File: src/verilog/pfm_defs.svh
// Offsets, field positions, reset values and masks of the pin function mux
`ifndef PFM_DEFS_SVH
`define PFM_DEFS_SVH

`define PFM_NUM_REGS 9
`define PFM_OFS_REMAP 8'h00
`define PFM_OFS_PA_LOW 8'h04
`define PFM_OFS_PA_HIGH 8'h08
`define PFM_OFS_PB_LOW 8'h0c
`define PFM_OFS_PB_MID 8'h10
`define PFM_OFS_PB_TOP 8'h14
`define PFM_OFS_PC_LOW 8'h18
`define PFM_OFS_PC_HIGH 8'h1c
`define PFM_OFS_PD 8'h20

`define PFM_RST_SEL 8'h00
`define PFM_MASK_REMAP 8'h7f
`define PFM_MASK_FULL 8'hff
`define PFM_MASK_PB_LOW 8'h7f
`define PFM_MASK_PB_TOP 8'h03
`define PFM_MASK_PC_HIGH 8'h0f

`define PFM_BIT_IRQ1_LOC 6
`define PFM_BIT_RX_LOC 5
`define PFM_BIT_TX_LOC 4
`define PFM_BIT_CMP1_HI 3
`define PFM_BIT_CMP1_LO 2
`define PFM_BIT_SDA_LOC 1
`define PFM_BIT_SCL_LOC 0

`define PFM_NUM_PINS 26
`define PFM_PA0 0
`define PFM_PB0 8
`define PFM_PC0 16
`define PFM_PD0 22

`define PFM_RESP_OKAY 2'b00
`define PFM_RESP_SLVERR 2'b10

`endif

File: src/verilog/pfm_pkg.sv
// Types shared by the pin function mux, its peripheral model and its testbench
package pfm_pkg;

  typedef struct packed {
    logic [5:0] gate_drive;
    logic [2:0] hall_out;
    logic [1:0] timer0_out;
    logic [1:0] timer1_out;
    logic [1:0] timer2_out;
    logic [1:0] timer3_out;
    logic uart_tx;
    logic sda_drive_low;
    logic scl_drive_low;
  } pfm_periph_out_t;

  typedef struct packed {
    logic uart_rx;
    logic sda_in;
    logic scl_in;
    logic external_irq_1;
    logic timer1_clock_input;
    logic timer2_clock_input;
    logic [2:0] hall_in;
    logic capture_timer_input;
    logic noise_filter_input;
  } pfm_periph_in_t;

  typedef enum logic [1:0] {
    PFM_CMP1_PB3 = 2'b00,
    PFM_CMP1_PA6 = 2'b01,
    PFM_CMP1_PA4 = 2'b10,
    PFM_CMP1_RSVD = 2'b11
  } pfm_cmp1_loc_t;

endpackage : pfm_pkg

File: src/verilog/pfm_axil_slave.sv
// AXI4-Lite slave front end for the pin function select registers
`timescale 1ns/10ps
`default_nettype none
`include "pfm_defs.svh"

module pfm_axil_slave #(
  parameter int ADDR_W = 8
) (
  input wire logic clk,
  input wire logic rst,
  input wire logic [ADDR_W-1:0] s_awaddr,
  input wire logic s_awvalid,
  output logic s_awready,
  input wire logic [31:0] s_wdata,
  input wire logic [3:0] s_wstrb,
  input wire logic s_wvalid,
  output logic s_wready,
  output logic [1:0] s_bresp,
  output logic s_bvalid,
  input wire logic s_bready,
  input wire logic [ADDR_W-1:0] s_araddr,
  input wire logic s_arvalid,
  output logic s_arready,
  output logic [31:0] s_rdata,
  output logic [1:0] s_rresp,
  output logic s_rvalid,
  input wire logic s_rready,
  output logic wr_en,
  output logic [ADDR_W-1:0] wr_addr,
  output logic [31:0] wr_data,
  output logic [3:0] wr_strb,
  input wire logic wr_hit,
  output logic [ADDR_W-1:0] rd_addr,
  input wire logic [31:0] rd_data,
  input wire logic rd_hit
);

  logic aw_full_q;
  logic w_full_q;
  logic [ADDR_W-1:0] aw_addr_q;
  logic [31:0] w_data_q;
  logic [3:0] w_strb_q;
  logic bvalid_q;
  logic [1:0] bresp_q;
  logic rvalid_q;
  logic [1:0] rresp_q;
  logic [31:0] rdata_q;

  // Address and data are held separately so either may arrive first
  assign s_awready = !aw_full_q;
  assign s_wready = !w_full_q;
  assign wr_en = aw_full_q && w_full_q && !bvalid_q;
  assign wr_addr = aw_addr_q;
  assign wr_data = w_data_q;
  assign wr_strb = w_strb_q;
  assign s_bvalid = bvalid_q;
  assign s_bresp = bresp_q;
  assign s_arready = !rvalid_q;
  assign rd_addr = s_araddr;
  assign s_rvalid = rvalid_q;
  assign s_rresp = rresp_q;
  assign s_rdata = rdata_q;

  always_ff @(posedge clk) begin
    if (rst) begin
      aw_full_q <= 1'b0;
      aw_addr_q <= '0;
    end else if (s_awvalid && !aw_full_q) begin
      aw_full_q <= 1'b1;
      aw_addr_q <= s_awaddr;
    end else if (wr_en) begin
      aw_full_q <= 1'b0;
    end
  end

  always_ff @(posedge clk) begin
    if (rst) begin
      w_full_q <= 1'b0;
      w_data_q <= 32'h0;
      w_strb_q <= 4'h0;
    end else if (s_wvalid && !w_full_q) begin
      w_full_q <= 1'b1;
      w_data_q <= s_wdata;
      w_strb_q <= s_wstrb;
    end else if (wr_en) begin
      w_full_q <= 1'b0;
    end
  end

  always_ff @(posedge clk) begin
    if (rst) begin
      bvalid_q <= 1'b0;
      bresp_q <= `PFM_RESP_OKAY;
    end else if (wr_en) begin
      bvalid_q <= 1'b1;
      bresp_q <= wr_hit ? `PFM_RESP_OKAY : `PFM_RESP_SLVERR;
    end else if (s_bready) begin
      bvalid_q <= 1'b0;
    end
  end

  always_ff @(posedge clk) begin
    if (rst) begin
      rvalid_q <= 1'b0;
      rresp_q <= `PFM_RESP_OKAY;
      rdata_q <= 32'h0;
    end else if (s_arvalid && !rvalid_q) begin
      rvalid_q <= 1'b1;
      rresp_q <= rd_hit ? `PFM_RESP_OKAY : `PFM_RESP_SLVERR;
      rdata_q <= rd_hit ? rd_data : 32'h0;
    end else if (s_rready) begin
      rvalid_q <= 1'b0;
    end
  end

endmodule : pfm_axil_slave
`default_nettype wire

File: src/verilog/pfm_pin_mux.sv
// Pin function select mux: remap and per-pin function registers steering pads
`timescale 1ns/10ps
`default_nettype none
`include "pfm_defs.svh"

module pfm_pin_mux #(
  parameter int ADDR_W = 8,
  parameter int NPINS = `PFM_NUM_PINS
) (
  input wire logic CLK_SYS,
  input wire logic RST,
  input wire logic [ADDR_W-1:0] S_AXI_AWADDR,
  input wire logic S_AXI_AWVALID,
  output logic S_AXI_AWREADY,
  input wire logic [31:0] S_AXI_WDATA,
  input wire logic [3:0] S_AXI_WSTRB,
  input wire logic S_AXI_WVALID,
  output logic S_AXI_WREADY,
  output logic [1:0] S_AXI_BRESP,
  output logic S_AXI_BVALID,
  input wire logic S_AXI_BREADY,
  input wire logic [ADDR_W-1:0] S_AXI_ARADDR,
  input wire logic S_AXI_ARVALID,
  output logic S_AXI_ARREADY,
  output logic [31:0] S_AXI_RDATA,
  output logic [1:0] S_AXI_RRESP,
  output logic S_AXI_RVALID,
  input wire logic S_AXI_RREADY,
  input wire logic [NPINS-1:0] PAD_IN,
  output logic [NPINS-1:0] PAD_OUT,
  output logic [NPINS-1:0] PAD_OE,
  output logic [NPINS-1:0] PAD_ANALOG,
  input wire logic [NPINS-1:0] GPIO_OUT,
  input wire logic [NPINS-1:0] GPIO_OE,
  output logic [NPINS-1:0] GPIO_IN,
  input wire pfm_pkg::pfm_periph_out_t PERIPH_OUT,
  output pfm_pkg::pfm_periph_in_t PERIPH_IN
);

  logic [7:0] regs_q [`PFM_NUM_REGS];
  logic wr_en;
  logic [ADDR_W-1:0] wr_addr;
  logic [31:0] wr_data;
  logic [3:0] wr_strb;
  logic wr_hit;
  logic [ADDR_W-1:0] rd_addr;
  logic [31:0] rd_data;
  logic rd_hit;
  logic [3:0] wr_idx;
  logic [3:0] rd_idx;
  logic [NPINS-1:0] pad_meta_q;
  logic [NPINS-1:0] pad_sync_q;
  logic [NPINS-1:0] out_d;
  logic [NPINS-1:0] oe_d;
  logic [NPINS-1:0] ana_d;
  logic [NPINS-1:0] out_q;
  logic [NPINS-1:0] oe_q;
  logic [NPINS-1:0] ana_q;
  pfm_pkg::pfm_periph_in_t pin_d;
  pfm_pkg::pfm_periph_in_t pin_q;
  logic [7:0] remap;
  logic irq1_remap;
  logic rx_remap;
  logic tx_remap;
  logic sda_remap;
  logic scl_remap;
  pfm_pkg::pfm_cmp1_loc_t cmp1_loc;
  logic [1:0] pa0_c, pa1_c, pa2_c, pa3_c, pa4_c, pa5_c, pa6_c, pa7_c;
  logic [2:0] pb2_c;
  logic [1:0] pb0_c, pb1_c, pb3_c, pb4_c, pb5_c, pb6_c, pb7_c;
  logic [1:0] pd0_c, pd1_c, pd2_c, pd3_c;

  function automatic logic [7:0] reg_mask(input int idx);
    case (idx)
      0: reg_mask = `PFM_MASK_REMAP;
      3: reg_mask = `PFM_MASK_PB_LOW;
      5: reg_mask = `PFM_MASK_PB_TOP;
      7: reg_mask = `PFM_MASK_PC_HIGH;
      default: reg_mask = `PFM_MASK_FULL;
    endcase
  endfunction : reg_mask

  pfm_axil_slave #(
    .ADDR_W(ADDR_W)
  ) u_slave (
    .clk(CLK_SYS),
    .rst(RST),
    .s_awaddr(S_AXI_AWADDR),
    .s_awvalid(S_AXI_AWVALID),
    .s_awready(S_AXI_AWREADY),
    .s_wdata(S_AXI_WDATA),
    .s_wstrb(S_AXI_WSTRB),
    .s_wvalid(S_AXI_WVALID),
    .s_wready(S_AXI_WREADY),
    .s_bresp(S_AXI_BRESP),
    .s_bvalid(S_AXI_BVALID),
    .s_bready(S_AXI_BREADY),
    .s_araddr(S_AXI_ARADDR),
    .s_arvalid(S_AXI_ARVALID),
    .s_arready(S_AXI_ARREADY),
    .s_rdata(S_AXI_RDATA),
    .s_rresp(S_AXI_RRESP),
    .s_rvalid(S_AXI_RVALID),
    .s_rready(S_AXI_RREADY),
    .wr_en(wr_en),
    .wr_addr(wr_addr),
    .wr_data(wr_data),
    .wr_strb(wr_strb),
    .wr_hit(wr_hit),
    .rd_addr(rd_addr),
    .rd_data(rd_data),
    .rd_hit(rd_hit)
  );

  // Word index; any address beyond the last register answers SLVERR
  assign wr_idx = wr_addr[5:2];
  assign rd_idx = rd_addr[5:2];
  assign wr_hit = (wr_addr[1:0] == 2'b00) && (wr_addr[ADDR_W-1:6] == '0)
                  && (wr_idx < 4'(`PFM_NUM_REGS));
  assign rd_hit = (rd_addr[1:0] == 2'b00) && (rd_addr[ADDR_W-1:6] == '0)
                  && (rd_idx < 4'(`PFM_NUM_REGS));
  assign rd_data = rd_hit ? {24'h0, regs_q[rd_idx]} : 32'h0;

  // Only byte lane 0 carries a select register
  for (genvar gi = 0; gi < `PFM_NUM_REGS; gi++) begin : g_regs
    always_ff @(posedge CLK_SYS) begin
      if (RST) begin
        regs_q[gi] <= `PFM_RST_SEL;
      end else if (wr_en && wr_hit && wr_strb[0] && (wr_idx == 4'(gi))) begin
        regs_q[gi] <= wr_data[7:0] & reg_mask(gi);
      end
    end
  end

  // Two-flop synchroniser on every pad before any mux logic looks at it
  always_ff @(posedge CLK_SYS) begin
    if (RST) begin
      pad_meta_q <= '0;
      pad_sync_q <= '0;
    end else begin
      pad_meta_q <= PAD_IN;
      pad_sync_q <= pad_meta_q;
    end
  end

  assign remap = regs_q[0];
  assign irq1_remap = remap[`PFM_BIT_IRQ1_LOC];
  assign rx_remap = remap[`PFM_BIT_RX_LOC];
  assign tx_remap = remap[`PFM_BIT_TX_LOC];
  assign sda_remap = remap[`PFM_BIT_SDA_LOC];
  assign scl_remap = remap[`PFM_BIT_SCL_LOC];
  assign cmp1_loc = pfm_pkg::pfm_cmp1_loc_t'(remap[`PFM_BIT_CMP1_HI:`PFM_BIT_CMP1_LO]);

  // Effective codes: a remapped option whose remap is off falls back to 00
  assign pa0_c = (regs_q[1][1:0] == 2'b10 && !rx_remap) ? 2'b00 : regs_q[1][1:0];
  assign pa1_c = regs_q[1][3:2];
  assign pa2_c = (regs_q[1][5:4] == 2'b10 && !tx_remap) ? 2'b00 : regs_q[1][5:4];
  assign pa3_c = regs_q[1][7:6];
  assign pa4_c = (regs_q[2][1:0] == 2'b11 && cmp1_loc != pfm_pkg::PFM_CMP1_PA4) ? 2'b00
                 : regs_q[2][1:0];
  assign pa5_c = regs_q[2][3:2];
  assign pa6_c = (regs_q[2][5:4] == 2'b01 && cmp1_loc != pfm_pkg::PFM_CMP1_PA6) ? 2'b00
                 : regs_q[2][5:4];
  assign pa7_c = regs_q[2][7:6];
  assign pb0_c = regs_q[3][1:0];
  assign pb1_c = (regs_q[3][3:2] == 2'b11 && !scl_remap) ? 2'b00 : regs_q[3][3:2];
  assign pb2_c = (regs_q[3][6:4] == 3'b100 && !sda_remap) ? 3'b000 : regs_q[3][6:4];
  // Reserved location 11 leaves cmp1 negative on its home pin
  assign pb3_c = (regs_q[4][1:0] == 2'b01 && (cmp1_loc == pfm_pkg::PFM_CMP1_PA6
                 || cmp1_loc == pfm_pkg::PFM_CMP1_PA4)) ? 2'b00 : regs_q[4][1:0];
  assign pb4_c = regs_q[4][3:2];
  assign pb5_c = regs_q[4][5:4];
  assign pb6_c = (regs_q[4][7:6] == 2'b01 && rx_remap) ? 2'b00 : regs_q[4][7:6];
  assign pb7_c = (regs_q[5][1:0] == 2'b01 && tx_remap) ? 2'b00 : regs_q[5][1:0];
  assign pd0_c = regs_q[8][1:0];
  assign pd1_c = regs_q[8][3:2];
  assign pd2_c = regs_q[8][5:4];
  assign pd3_c = regs_q[8][7:6];

  always_comb begin
    out_d = GPIO_OUT;
    oe_d = GPIO_OE;
    ana_d = '0;
    // Port A
    if (pa0_c == 2'b01) begin
      out_d[`PFM_PA0] = 1'b0;
      oe_d[`PFM_PA0] = PERIPH_OUT.sda_drive_low;
    end else if (pa0_c == 2'b10) begin
      oe_d[`PFM_PA0] = 1'b0;
    end
    if (pa1_c == 2'b01) begin
      oe_d[`PFM_PA0+1] = 1'b0;
      ana_d[`PFM_PA0+1] = 1'b1;
    end
    if (pa2_c == 2'b01) begin
      out_d[`PFM_PA0+2] = 1'b0;
      oe_d[`PFM_PA0+2] = PERIPH_OUT.scl_drive_low;
    end else if (pa2_c == 2'b10) begin
      out_d[`PFM_PA0+2] = PERIPH_OUT.uart_tx;
      oe_d[`PFM_PA0+2] = 1'b1;
    end
    if (pa3_c == 2'b01) begin
      oe_d[`PFM_PA0+3] = 1'b0;
      ana_d[`PFM_PA0+3] = 1'b1;
    end
    if (pa4_c[1]) begin
      oe_d[`PFM_PA0+4] = 1'b0;
      ana_d[`PFM_PA0+4] = 1'b1;
    end
    if (pa5_c == 2'b10) begin
      oe_d[`PFM_PA0+5] = 1'b0;
      ana_d[`PFM_PA0+5] = 1'b1;
    end
    if (pa6_c == 2'b01 || pa6_c == 2'b10) begin
      oe_d[`PFM_PA0+6] = 1'b0;
      ana_d[`PFM_PA0+6] = 1'b1;
    end
    if (pa7_c == 2'b01) begin
      oe_d[`PFM_PA0+7] = 1'b0;
      ana_d[`PFM_PA0+7] = 1'b1;
    end
    // Port B
    unique case (pb0_c)
      2'b01: begin
        out_d[`PFM_PB0] = PERIPH_OUT.hall_out[0];
        oe_d[`PFM_PB0] = 1'b1;
      end
      2'b10: begin
        oe_d[`PFM_PB0] = 1'b0;
        ana_d[`PFM_PB0] = 1'b1;
      end
      2'b11: begin
        out_d[`PFM_PB0] = PERIPH_OUT.timer2_out[0];
        oe_d[`PFM_PB0] = 1'b1;
      end
      2'b00: begin
      end
    endcase
    unique case (pb1_c)
      2'b01: begin
        out_d[`PFM_PB0+1] = PERIPH_OUT.hall_out[1];
        oe_d[`PFM_PB0+1] = 1'b1;
      end
      2'b10: begin
        oe_d[`PFM_PB0+1] = 1'b0;
        ana_d[`PFM_PB0+1] = 1'b1;
      end
      2'b11: begin
        out_d[`PFM_PB0+1] = 1'b0;
        oe_d[`PFM_PB0+1] = PERIPH_OUT.scl_drive_low;
      end
      2'b00: begin
      end
    endcase
    if (pb2_c == 3'b001) begin
      out_d[`PFM_PB0+2] = PERIPH_OUT.hall_out[2];
      oe_d[`PFM_PB0+2] = 1'b1;
    end else if (pb2_c == 3'b010) begin
      oe_d[`PFM_PB0+2] = 1'b0;
      ana_d[`PFM_PB0+2] = 1'b1;
    end else if (pb2_c == 3'b011) begin
      out_d[`PFM_PB0+2] = PERIPH_OUT.timer2_out[1];
      oe_d[`PFM_PB0+2] = 1'b1;
    end else if (pb2_c == 3'b100) begin
      out_d[`PFM_PB0+2] = 1'b0;
      oe_d[`PFM_PB0+2] = PERIPH_OUT.sda_drive_low;
    end
    if (pb3_c == 2'b01) begin
      oe_d[`PFM_PB0+3] = 1'b0;
      ana_d[`PFM_PB0+3] = 1'b1;
    end
    if (pb4_c == 2'b01) begin
      out_d[`PFM_PB0+4] = PERIPH_OUT.timer3_out[0];
      oe_d[`PFM_PB0+4] = 1'b1;
    end
    if (pb5_c == 2'b01) begin
      out_d[`PFM_PB0+5] = PERIPH_OUT.timer3_out[1];
      oe_d[`PFM_PB0+5] = 1'b1;
    end
    if (pb6_c == 2'b01) begin
      oe_d[`PFM_PB0+6] = 1'b0;
    end else if (pb6_c == 2'b10) begin
      out_d[`PFM_PB0+6] = PERIPH_OUT.timer2_out[0];
      oe_d[`PFM_PB0+6] = 1'b1;
    end
    if (pb7_c == 2'b01) begin
      out_d[`PFM_PB0+7] = PERIPH_OUT.uart_tx;
      oe_d[`PFM_PB0+7] = 1'b1;
    end else if (pb7_c == 2'b10) begin
      out_d[`PFM_PB0+7] = PERIPH_OUT.timer2_out[1];
      oe_d[`PFM_PB0+7] = 1'b1;
    end
    // Port C gate drives
    for (int i = 0; i < 6; i++) begin
      if (regs_q[6 + i / 4][2*(i%4) +: 2] == 2'b10) begin
        out_d[`PFM_PC0+i] = PERIPH_OUT.gate_drive[i];
        oe_d[`PFM_PC0+i] = 1'b1;
      end
    end
    // Port D
    if (pd0_c == 2'b01) begin
      oe_d[`PFM_PD0] = 1'b0;
      ana_d[`PFM_PD0] = 1'b1;
    end else if (pd0_c == 2'b10) begin
      out_d[`PFM_PD0] = PERIPH_OUT.timer0_out[0];
      oe_d[`PFM_PD0] = 1'b1;
    end
    if (pd1_c == 2'b01) begin
      oe_d[`PFM_PD0+1] = 1'b0;
      ana_d[`PFM_PD0+1] = 1'b1;
    end else if (pd1_c == 2'b10) begin
      out_d[`PFM_PD0+1] = PERIPH_OUT.timer0_out[1];
      oe_d[`PFM_PD0+1] = 1'b1;
    end
    if (pd2_c == 2'b01) begin
      out_d[`PFM_PD0+2] = PERIPH_OUT.timer1_out[0];
      oe_d[`PFM_PD0+2] = 1'b1;
    end
    if (pd3_c == 2'b01) begin
      out_d[`PFM_PD0+3] = PERIPH_OUT.timer1_out[1];
      oe_d[`PFM_PD0+3] = 1'b1;
    end
  end

  // Inputs idle high for serial lines and low for the rest when unrouted
  always_comb begin
    pin_d.uart_rx = rx_remap ? (pa0_c == 2'b10 ? pad_sync_q[`PFM_PA0] : 1'b1)
                    : (pb6_c == 2'b01 ? pad_sync_q[`PFM_PB0+6] : 1'b1);
    pin_d.sda_in = sda_remap ? (pb2_c == 3'b100 ? pad_sync_q[`PFM_PB0+2] : 1'b1)
                   : (pa0_c == 2'b01 ? pad_sync_q[`PFM_PA0] : 1'b1);
    pin_d.scl_in = scl_remap ? (pb1_c == 2'b11 ? pad_sync_q[`PFM_PB0+1] : 1'b1)
                   : (pa2_c == 2'b01 ? pad_sync_q[`PFM_PA0+2] : 1'b1);
    pin_d.external_irq_1 = irq1_remap ? (pd2_c != 2'b01 && pad_sync_q[`PFM_PD0+2])
                           : (pb0_c == 2'b00 && pad_sync_q[`PFM_PB0]);
    pin_d.timer1_clock_input = (pa3_c != 2'b01) && pad_sync_q[`PFM_PA0+3];
    pin_d.timer2_clock_input = (pa1_c != 2'b01) && pad_sync_q[`PFM_PA0+1];
    pin_d.hall_in[0] = (pa3_c != 2'b01) && pad_sync_q[`PFM_PA0+3];
    pin_d.hall_in[1] = !pa4_c[1] && pad_sync_q[`PFM_PA0+4];
    pin_d.hall_in[2] = (pa5_c != 2'b10) && pad_sync_q[`PFM_PA0+5];
    pin_d.capture_timer_input = (pb1_c == 2'b00) && pad_sync_q[`PFM_PB0+1];
    pin_d.noise_filter_input = (pa7_c != 2'b01) && pad_sync_q[`PFM_PA0+7];
  end

  // Registered so pads and peripherals never see a decode glitch
  always_ff @(posedge CLK_SYS) begin
    if (RST) begin
      out_q <= '0;
      oe_q <= '0;
      ana_q <= '0;
      pin_q <= '0;
    end else begin
      out_q <= out_d;
      oe_q <= oe_d;
      ana_q <= ana_d;
      pin_q <= pin_d;
    end
  end

  assign PAD_OUT = out_q;
  assign PAD_OE = oe_q;
  assign PAD_ANALOG = ana_q;
  assign PERIPH_IN = pin_q;
  assign GPIO_IN = pad_sync_q;

  a_irq1_route: assert property (@(posedge CLK_SYS) disable iff (RST)
    (irq1_remap && pd2_c != 2'b01) |=> PERIPH_IN.external_irq_1 == $past(pad_sync_q[`PFM_PD0+2]))
    else $error("irq1 not taken from PD2 when remapped");
  a_rx_route: assert property (@(posedge CLK_SYS) disable iff (RST)
    (!rx_remap && regs_q[4][7:6] != 2'b01) |=> PERIPH_IN.uart_rx)
    else $error("receive input not idle while unrouted");
  a_tx_place: assert property (@(posedge CLK_SYS) disable iff (RST)
    (tx_remap && regs_q[1][5:4] == 2'b10) |=> (PAD_OE[2] && PAD_OUT[2] == $past(PERIPH_OUT.uart_tx)))
    else $error("transmit not driven on PA2");
  a_cmp1_loc: assert property (@(posedge CLK_SYS) disable iff (RST)
    (cmp1_loc == pfm_pkg::PFM_CMP1_RSVD && regs_q[2][5:4] == 2'b01) |=> !PAD_ANALOG[6])
    else $error("reserved cmp1 location selected PA6");
  a_i2c_clock: assert property (@(posedge CLK_SYS) disable iff (RST)
    (scl_remap && regs_q[3][3:2] == 2'b11) |=> (PAD_OUT[9] == 1'b0
      && PAD_OE[9] == $past(PERIPH_OUT.scl_drive_low)))
    else $error("SCL not open drain on PB1");
  a_unused_zero: assert property (@(posedge CLK_SYS) disable iff (RST)
    (regs_q[0][7] == 1'b0 && regs_q[3][7] == 1'b0 && regs_q[5][7:2] == 6'h00
      && regs_q[7][7:4] == 4'h0))
    else $error("unimplemented select bit set");
  a_remap_gate: assert property (@(posedge CLK_SYS) disable iff (RST)
    (!sda_remap && regs_q[3][6:4] == 3'b100) |=> PAD_OE[10] == $past(GPIO_OE[10]))
    else $error("unenabled remap code did not act as default");
  a_gate_drive: assert property (@(posedge CLK_SYS) disable iff (RST)
    (regs_q[6][1:0] == 2'b10) |=> (PAD_OE[16] && PAD_OUT[16] == $past(PERIPH_OUT.gate_drive[0])))
    else $error("gate drive missing on PC0");
  a_reset_clear: assert property (@(posedge CLK_SYS)
    RST |=> (remap == 8'h00 && regs_q[8] == 8'h00 && PAD_ANALOG == '0))
    else $error("select registers not cleared by reset");

  c_tx_remapped: cover property (@(posedge CLK_SYS) disable iff (RST)
    tx_remap && regs_q[1][5:4] == 2'b10);
  c_cmp1_pa4: cover property (@(posedge CLK_SYS) disable iff (RST)
    cmp1_loc == pfm_pkg::PFM_CMP1_PA4 && regs_q[2][1:0] == 2'b11);
  c_gate_all: cover property (@(posedge CLK_SYS) disable iff (RST)
    regs_q[6] == 8'haa && regs_q[7] == 8'h0a);

endmodule : pfm_pin_mux
`default_nettype wire

File: config.mk
export PLATFORM = sky130hd
export DESIGN_NAME = pfm_pin_mux
export DESIGN_NICKNAME = d
export VERILOG_FILES = /design/src/verilog/pfm_pkg.sv /design/src/verilog/pfm_axil_slave.sv /design/src/verilog/pfm_pin_mux.sv
export VERILOG_INCLUDE_DIRS = /design/src /design/src/verilog
export SDC_FILE = /design/constraint.sdc
export NUM_CORES = 1
export LEC_CHECK = 0
export ABC_AREA = 1
export BUFFER_PORTS_ARGS = -buffer_cell sky130_fd_sc_hd__buf_4
export CAP_MARGIN = 10
export CELL_PAD_IN_SITES_DETAIL_PLACEMENT = 1
export CELL_PAD_IN_SITES_GLOBAL_PLACEMENT = 2
export CORE_MARGIN = 8
export CORE_UTILIZATION = 30
export DETAILED_ROUTE_END_ITERATION = 8
export GPL_ROUTABILITY_DRIVEN = 0
export PLACE_DENSITY_LB_ADDON = 0.1
export SYNTH_ARGS = -nofsm -noshare
export SYNTH_HDL_FRONTEND = slang
export SYNTH_SLANG_ARGS = --single-unit
File: constraint.sdc
create_clock -name CLK_SYS -period 5 [get_ports CLK_SYS]
set_input_delay 1 -clock CLK_SYS [delete_from_list [all_inputs] [get_ports CLK_SYS]]
set_output_delay 1 -clock CLK_SYS [all_outputs]
set_load 0.01 [all_outputs]
# After elaboration in Yosys (flattened, before gate mapping)
# Memory sizes are Yosys's and may differ from the RTL's.
# Index checks and enable logic that the tools add are counted.
[word_totals]
ff_bits = 198
ram_bits = 72
inputBits = 157
out_inout_bits = 156
word_cells = 317
n_memories = 1
[classes]
n_lt_le_gt_ge = 2
eq_ne = 65
muxes = 129
bitwise_logic = 9
reduce_logical = 73
[memory_table]
columns = ["name", "depth", "width", "read_ports", "rd_clocked_by_memory_dff", "write_ports", "line", "rtl"]
rows = [
  ["regs_q", 9, 8, 10, 0, 9, "pfm_pin_mux.sv:40", "logic [7:0] regs_q [`PFM_NUM_REGS];"],
]
[op_table]
columns = ["op", "n"]
rows = [
  ["$mux W1", 104],
  ["$mux W8", 10],
  ["$eq A2 B2 Y1 const B", 23],
  ["$eq A2 B1 Y1 const B", 22],
  ["$logic_and A1 B1 Y1", 37],
  ["$reduce_or A2 Y1", 14],
  ["$mux W2", 10],
  ["$eq A4 B3 Y1 const B", 4],
  ["$logic_not A2 Y1", 6],
  ["$ne A2 B1 Y1 const B", 5],
  ["$logic_not A1 Y1", 9],
  ["$or A1 B1 Y1", 9],
  ["$eq A4 B2 Y1 const B", 2],
  ["$lt A4 B4 Y1 const B", 2],
  ["$reduce_bool A2 Y1", 4],
  ["$eq A3 B2 Y1 const B", 2],
  ["$eq A3 B3 Y1 const B", 2],
  ["$pmux W1 S2", 3],
  ["$eq A4 B1 Y1 const B", 1],
  ["$eq A4 B4 Y1 const B", 1],
  ["$logic_not A4 Y1", 1],
  ["$ne A2 B2 Y1 const B", 2],
  ["$eq A3 B1 Y1 const B", 1],
  ["$mux W3", 1],
  ["2 further kinds", 3],
]

# Longest topological paths before layout
[logic_depth]
word_depth = 10
depth_mapped = 9
depth_no_buf = 8

# Hierarchy
# From an unflattened synthesis, not the netlist that was laid out.
[unflattened]
hier_cells = 1302
hier_area_um2 = 10551.4
[by_module_without_submodules]
columns = ["module", "instances", "cells_per_inst", "area_each_um2", "seq_area_each_um2"]
rows = [
  ["pfm_pin_mux", 1, 828, 7178.1, 4324.1],
  ["pfm_axil_slave", 1, 474, 3373.2, 1641.6],
]

# Worst setup path before layout
# No wires, ideal clock.
[synth_path]
path_type = "input port to flip-flop"
from = "input port RST"
to = "memory regs_q[4][0] (enable)"
setup_time_ps = 356
t_arrival_ps = 2092
required_ps = 4644
path_slack_ps = 2552
stages = 5
n_path_buf = 3
cell_sequence = "clkbuf_1 -> inv_1 -> buf_2 -> buf_2 -> o21ai_0"
[synth_rtl]
columns = ["item", "line", "rtl"]
rows = [
  ["start: declaration", "pfm_pin_mux.sv:11", "input wire logic RST,"],
  ["end: declaration", "pfm_pin_mux.sv:40", ""],
]

==> results.json <==
{
  "status": "complete, no violations",
  "yosysWarningCount": 0,
  "critPathArrivalTime_ns": 2.67,
  "crit_buf_inv": 3,
  "cts_tree": "done",
  "worstPathCellList": "buf_4 > inv_2 > buf_4 > nand2_1",
  "netlist_area_mm2": 0.008422,
  "clock_sinks": 217,
  "critPathTopFamily": "buffers and inverters",
  "clk_latency_ns": 0.51,
  "ys_seq_area_frac": 0.5871,
  "cts.root.buffer_cell": "clkbuf_16",
  "ys_top_cells_by_area": "dfxtp_1, edfxtp_1, nor2_1",
  "powerDensity_mw_per_mm2": 359.2,
  "tightest_slew_ns": 1.016,
  "fin_crit_sh": 0.5015,
  "drv_cap": 0,
  "drv_slew": 0,
  "post-cts-setup-buffers": 0,
  "routed_wl_mm": 27.05,
  "p_leak_nw": 5.177,
  "nNetsFinal": 1378,
  "crit_slowest_cell": "inv_2",
  "pin_count": 313,
  "setup_viol": 0,
  "relSlewSlack": 0.3153,
  "drtIter0Drc": 251,
  "hp-class": "reg -> reg",
  "fin_skew_ns": 0.01467,
  "post-dp-hpwl_mm": 20.22,
  "synth_seq_cells": 217,
  "core_mm2": 0.02771,
  "p_seq_frac": 0.478,
  "path_clk_slew_ns": 0.05,
  "syn_area_per_cell_um2": 8.620,
  "synth_top_area_cell": "dfxtp_1",
  "globalRouteOverflowTotal": 0,
  "worstSetupPathType": "in -> reg",
  "max_freq_ghz": 0.3988,
  "port_buffers": 245,
  "hold_ws_ns": 0.4021,
  "chipWidth_um": 183.6,
  "grt_pass1_wl_mm": 41.37,
  "ant_nets": 0,
  "fin_crit_ns": 2.507,
  "rsz0062_at_grt": "no",
  "start_util": 0.3040,
  "crit_top_cell": "buf_4",
  "drive_gt1_frac": 0.2451,
  "wl_per_cell_um": 16.76,
  "cts_resized": 0,
  "antenna_found_initial": 0,
  "fp-row-count": 61,
  "grt.total_usage": 0.1559,
  "die_y_um": 183.6,
  "final_hold_viol_count": 0,
  "cts_buffers": 25,
  "cts_hold_buf": 0,
  "combPwrFrac": 0.100,
  "cp-start-kind": "input port",
  "grt_max_degree": 87,
  "max_stage_delay_ns": 0.53,
  "p_int_mw": 3.052,
  "critPathCaptureType": "register",
  "first_pass_iters": 4,
  "die_area_mm2": 0.03369,
  "vdd_drop_max_v": 0.0001855,
  "crit_required_ns": 5.16,
  "viasPerCell": 4.292,
  "p_switching_uw": 973.4,
  "ys_types": 39,
  "crit_fanout": 38,
  "antennaDiodeCount": 0,
  "synthCells": 977,
  "dr_total_vias": 6927,
  "setup_tns_ns": 0,
  "syn_to_final_growth_pct": 33.06,
  "synth_top_area_frac": 0.3732,
  "clock_path_buffers": 3,
  "grt_pass1_vias": 7215,
  "drc": 0,
  "netSwitchingFraction": 0.2418,
  "clkPwrFrac": 0.421,
  "htreeDepth": 1
}
-- sequential cells by signal, summed over array words and instances, names as in the netlist, 8 cells and up --
| register | flops |
|---|---|
| PAD_ANALOG | 12 |
| PERIPH_IN | 10 |
| u_slave.s_rdata | 8 |
| GPIO_IN | 26 |
| u_slave.wr_addr | 8 |
| regs_q | 60 |
| PAD_OE | 26 |
| pad_meta_q | 26 |
| PAD_OUT | 26 |
| u_slave.wr_data | 8 |
-- through the flow --
step           instance area, um2  worst slack (ns)  cells  total power [mW]  utilization
2_1_floorplan                8568             2.552   1016             2.173            -
5_1_grt                     11210             2.359   1614             4.216       0.4045
3_3_place_gp                10450             1.924   1569             2.370       0.3773
3_5_place_dp                10450             1.908   1569             2.377       0.3773
6_report                    11210             2.493   1614             4.025       0.4045
4_1_cts                     11200             2.469   1613             4.098       0.4043
-- final timing paths --
path                            cells after the start      endpoint          startpoint  slack [ns]
worst max-delay path                                4  regs_q[2][2]                 RST        2.49
worst min-delay path                                2   GPIO_IN[13]      pad_meta_q[13]        0.40
worst max register to register                      5  regs_q[0][1]  u_slave.wr_addr[3]        2.85
worst min register to register                      2   GPIO_IN[13]      pad_meta_q[13]        0.40
-- tightest hold or removal path, cell delays in order, from the launching register on --
cell and delay, ns:
dfxtp_1 0.29, inv_1 0.04, nor2_1 0.03
-- synth_stat cells (all sizes together) --
library cell,number
ha,2
o211ai,6
and3,1
nand2,117
nor3,39
buf,51
clkinv,5
a31oi,3
edfxtp,60
nand4,9
o21ai,44
o311ai,1
xor2,1
a21oi,41
a311oi,1
nand3,40
nand3b,1
dfxtp,157
nor3b,1
nor4,2
conb,1
nor2,228
clkbuf,21
a221oi,1
inv,140
or2,4
-- power by group through the flow --
stage / Sequential, mW / Clock (mW) / Combinational, mW
2_1_floorplan: 1.97 / 0 / 0.199
3_3_place_gp: 1.96 / 0 / 0.408
3_5_place_dp: 1.96 / 0 / 0.413
4_1_cts: 1.93 / 1.76 / 0.414
5_1_grt: 1.93 / 1.83 / 0.453
6_report: 1.93 / 1.70 / 0.404
-- routing by layer --
layer | share of wire | global-route usage | wire length, um | up-vias
li1 | - | - | - | 3471
met1 | 0.44 | 0.1971 | 11800 | 3222
met2 | 0.48 | 0.2689 | 13010 | 207
met3 | 0.070 | 0.03478 | 1889 | 27
met4 | 0.013 | 0.03155 | 348 | 0
met5 | 0 | 0 | 0 | -
-- cells in the final DEF (no fill, tap or decap), types with 32 or more instances in the layout --
master | synthesis | final
buf_4 | 42 | 247
nor2_1 | 225 | 225
dfxtp_1 | 157 | 157
inv_1 | 139 | 138
nand2_1 | 115 | 115
edfxtp_1 | 60 | 60
o21ai_0 | 44 | 44
a21oi_1 | 41 | 41
conb_1 | 1 | 40
nand3_1 | 37 | 37
nor3_1 | 32 | 32
-- cell families (layout without fill, tap and decap cells) --
logic type | count (synthesis) | after routing | share of synthesized area
flip-flops | 217 | 217 | 0.5871
XOR/XNOR | 1 | 1 | 0.001040
AO/OA/AOI/OAI | 97 | 97 | 0.06121
AND/OR/NAND/NOR | 442 | 442 | 0.2300
other | 1 | 40 | 0.0004453
adder cells (fa/ha/maj) | 2 | 2 | 0.002971
buffers and inverters | 217 | 437 | 0.1172
-- cell type report --
cell class	count	area, um2
Clock inverter	2	8.758
Fill cell	3317	16500
Sequential cell	217	4945
Inverter	145	544.3
Timing Repair Buffer	248	1859
Clock buffer	42	739.5
Multi-Input combinational cell	582	2636
Tap cell	378	473.0
No activity file was read; power rests on OpenSTA's default activity.
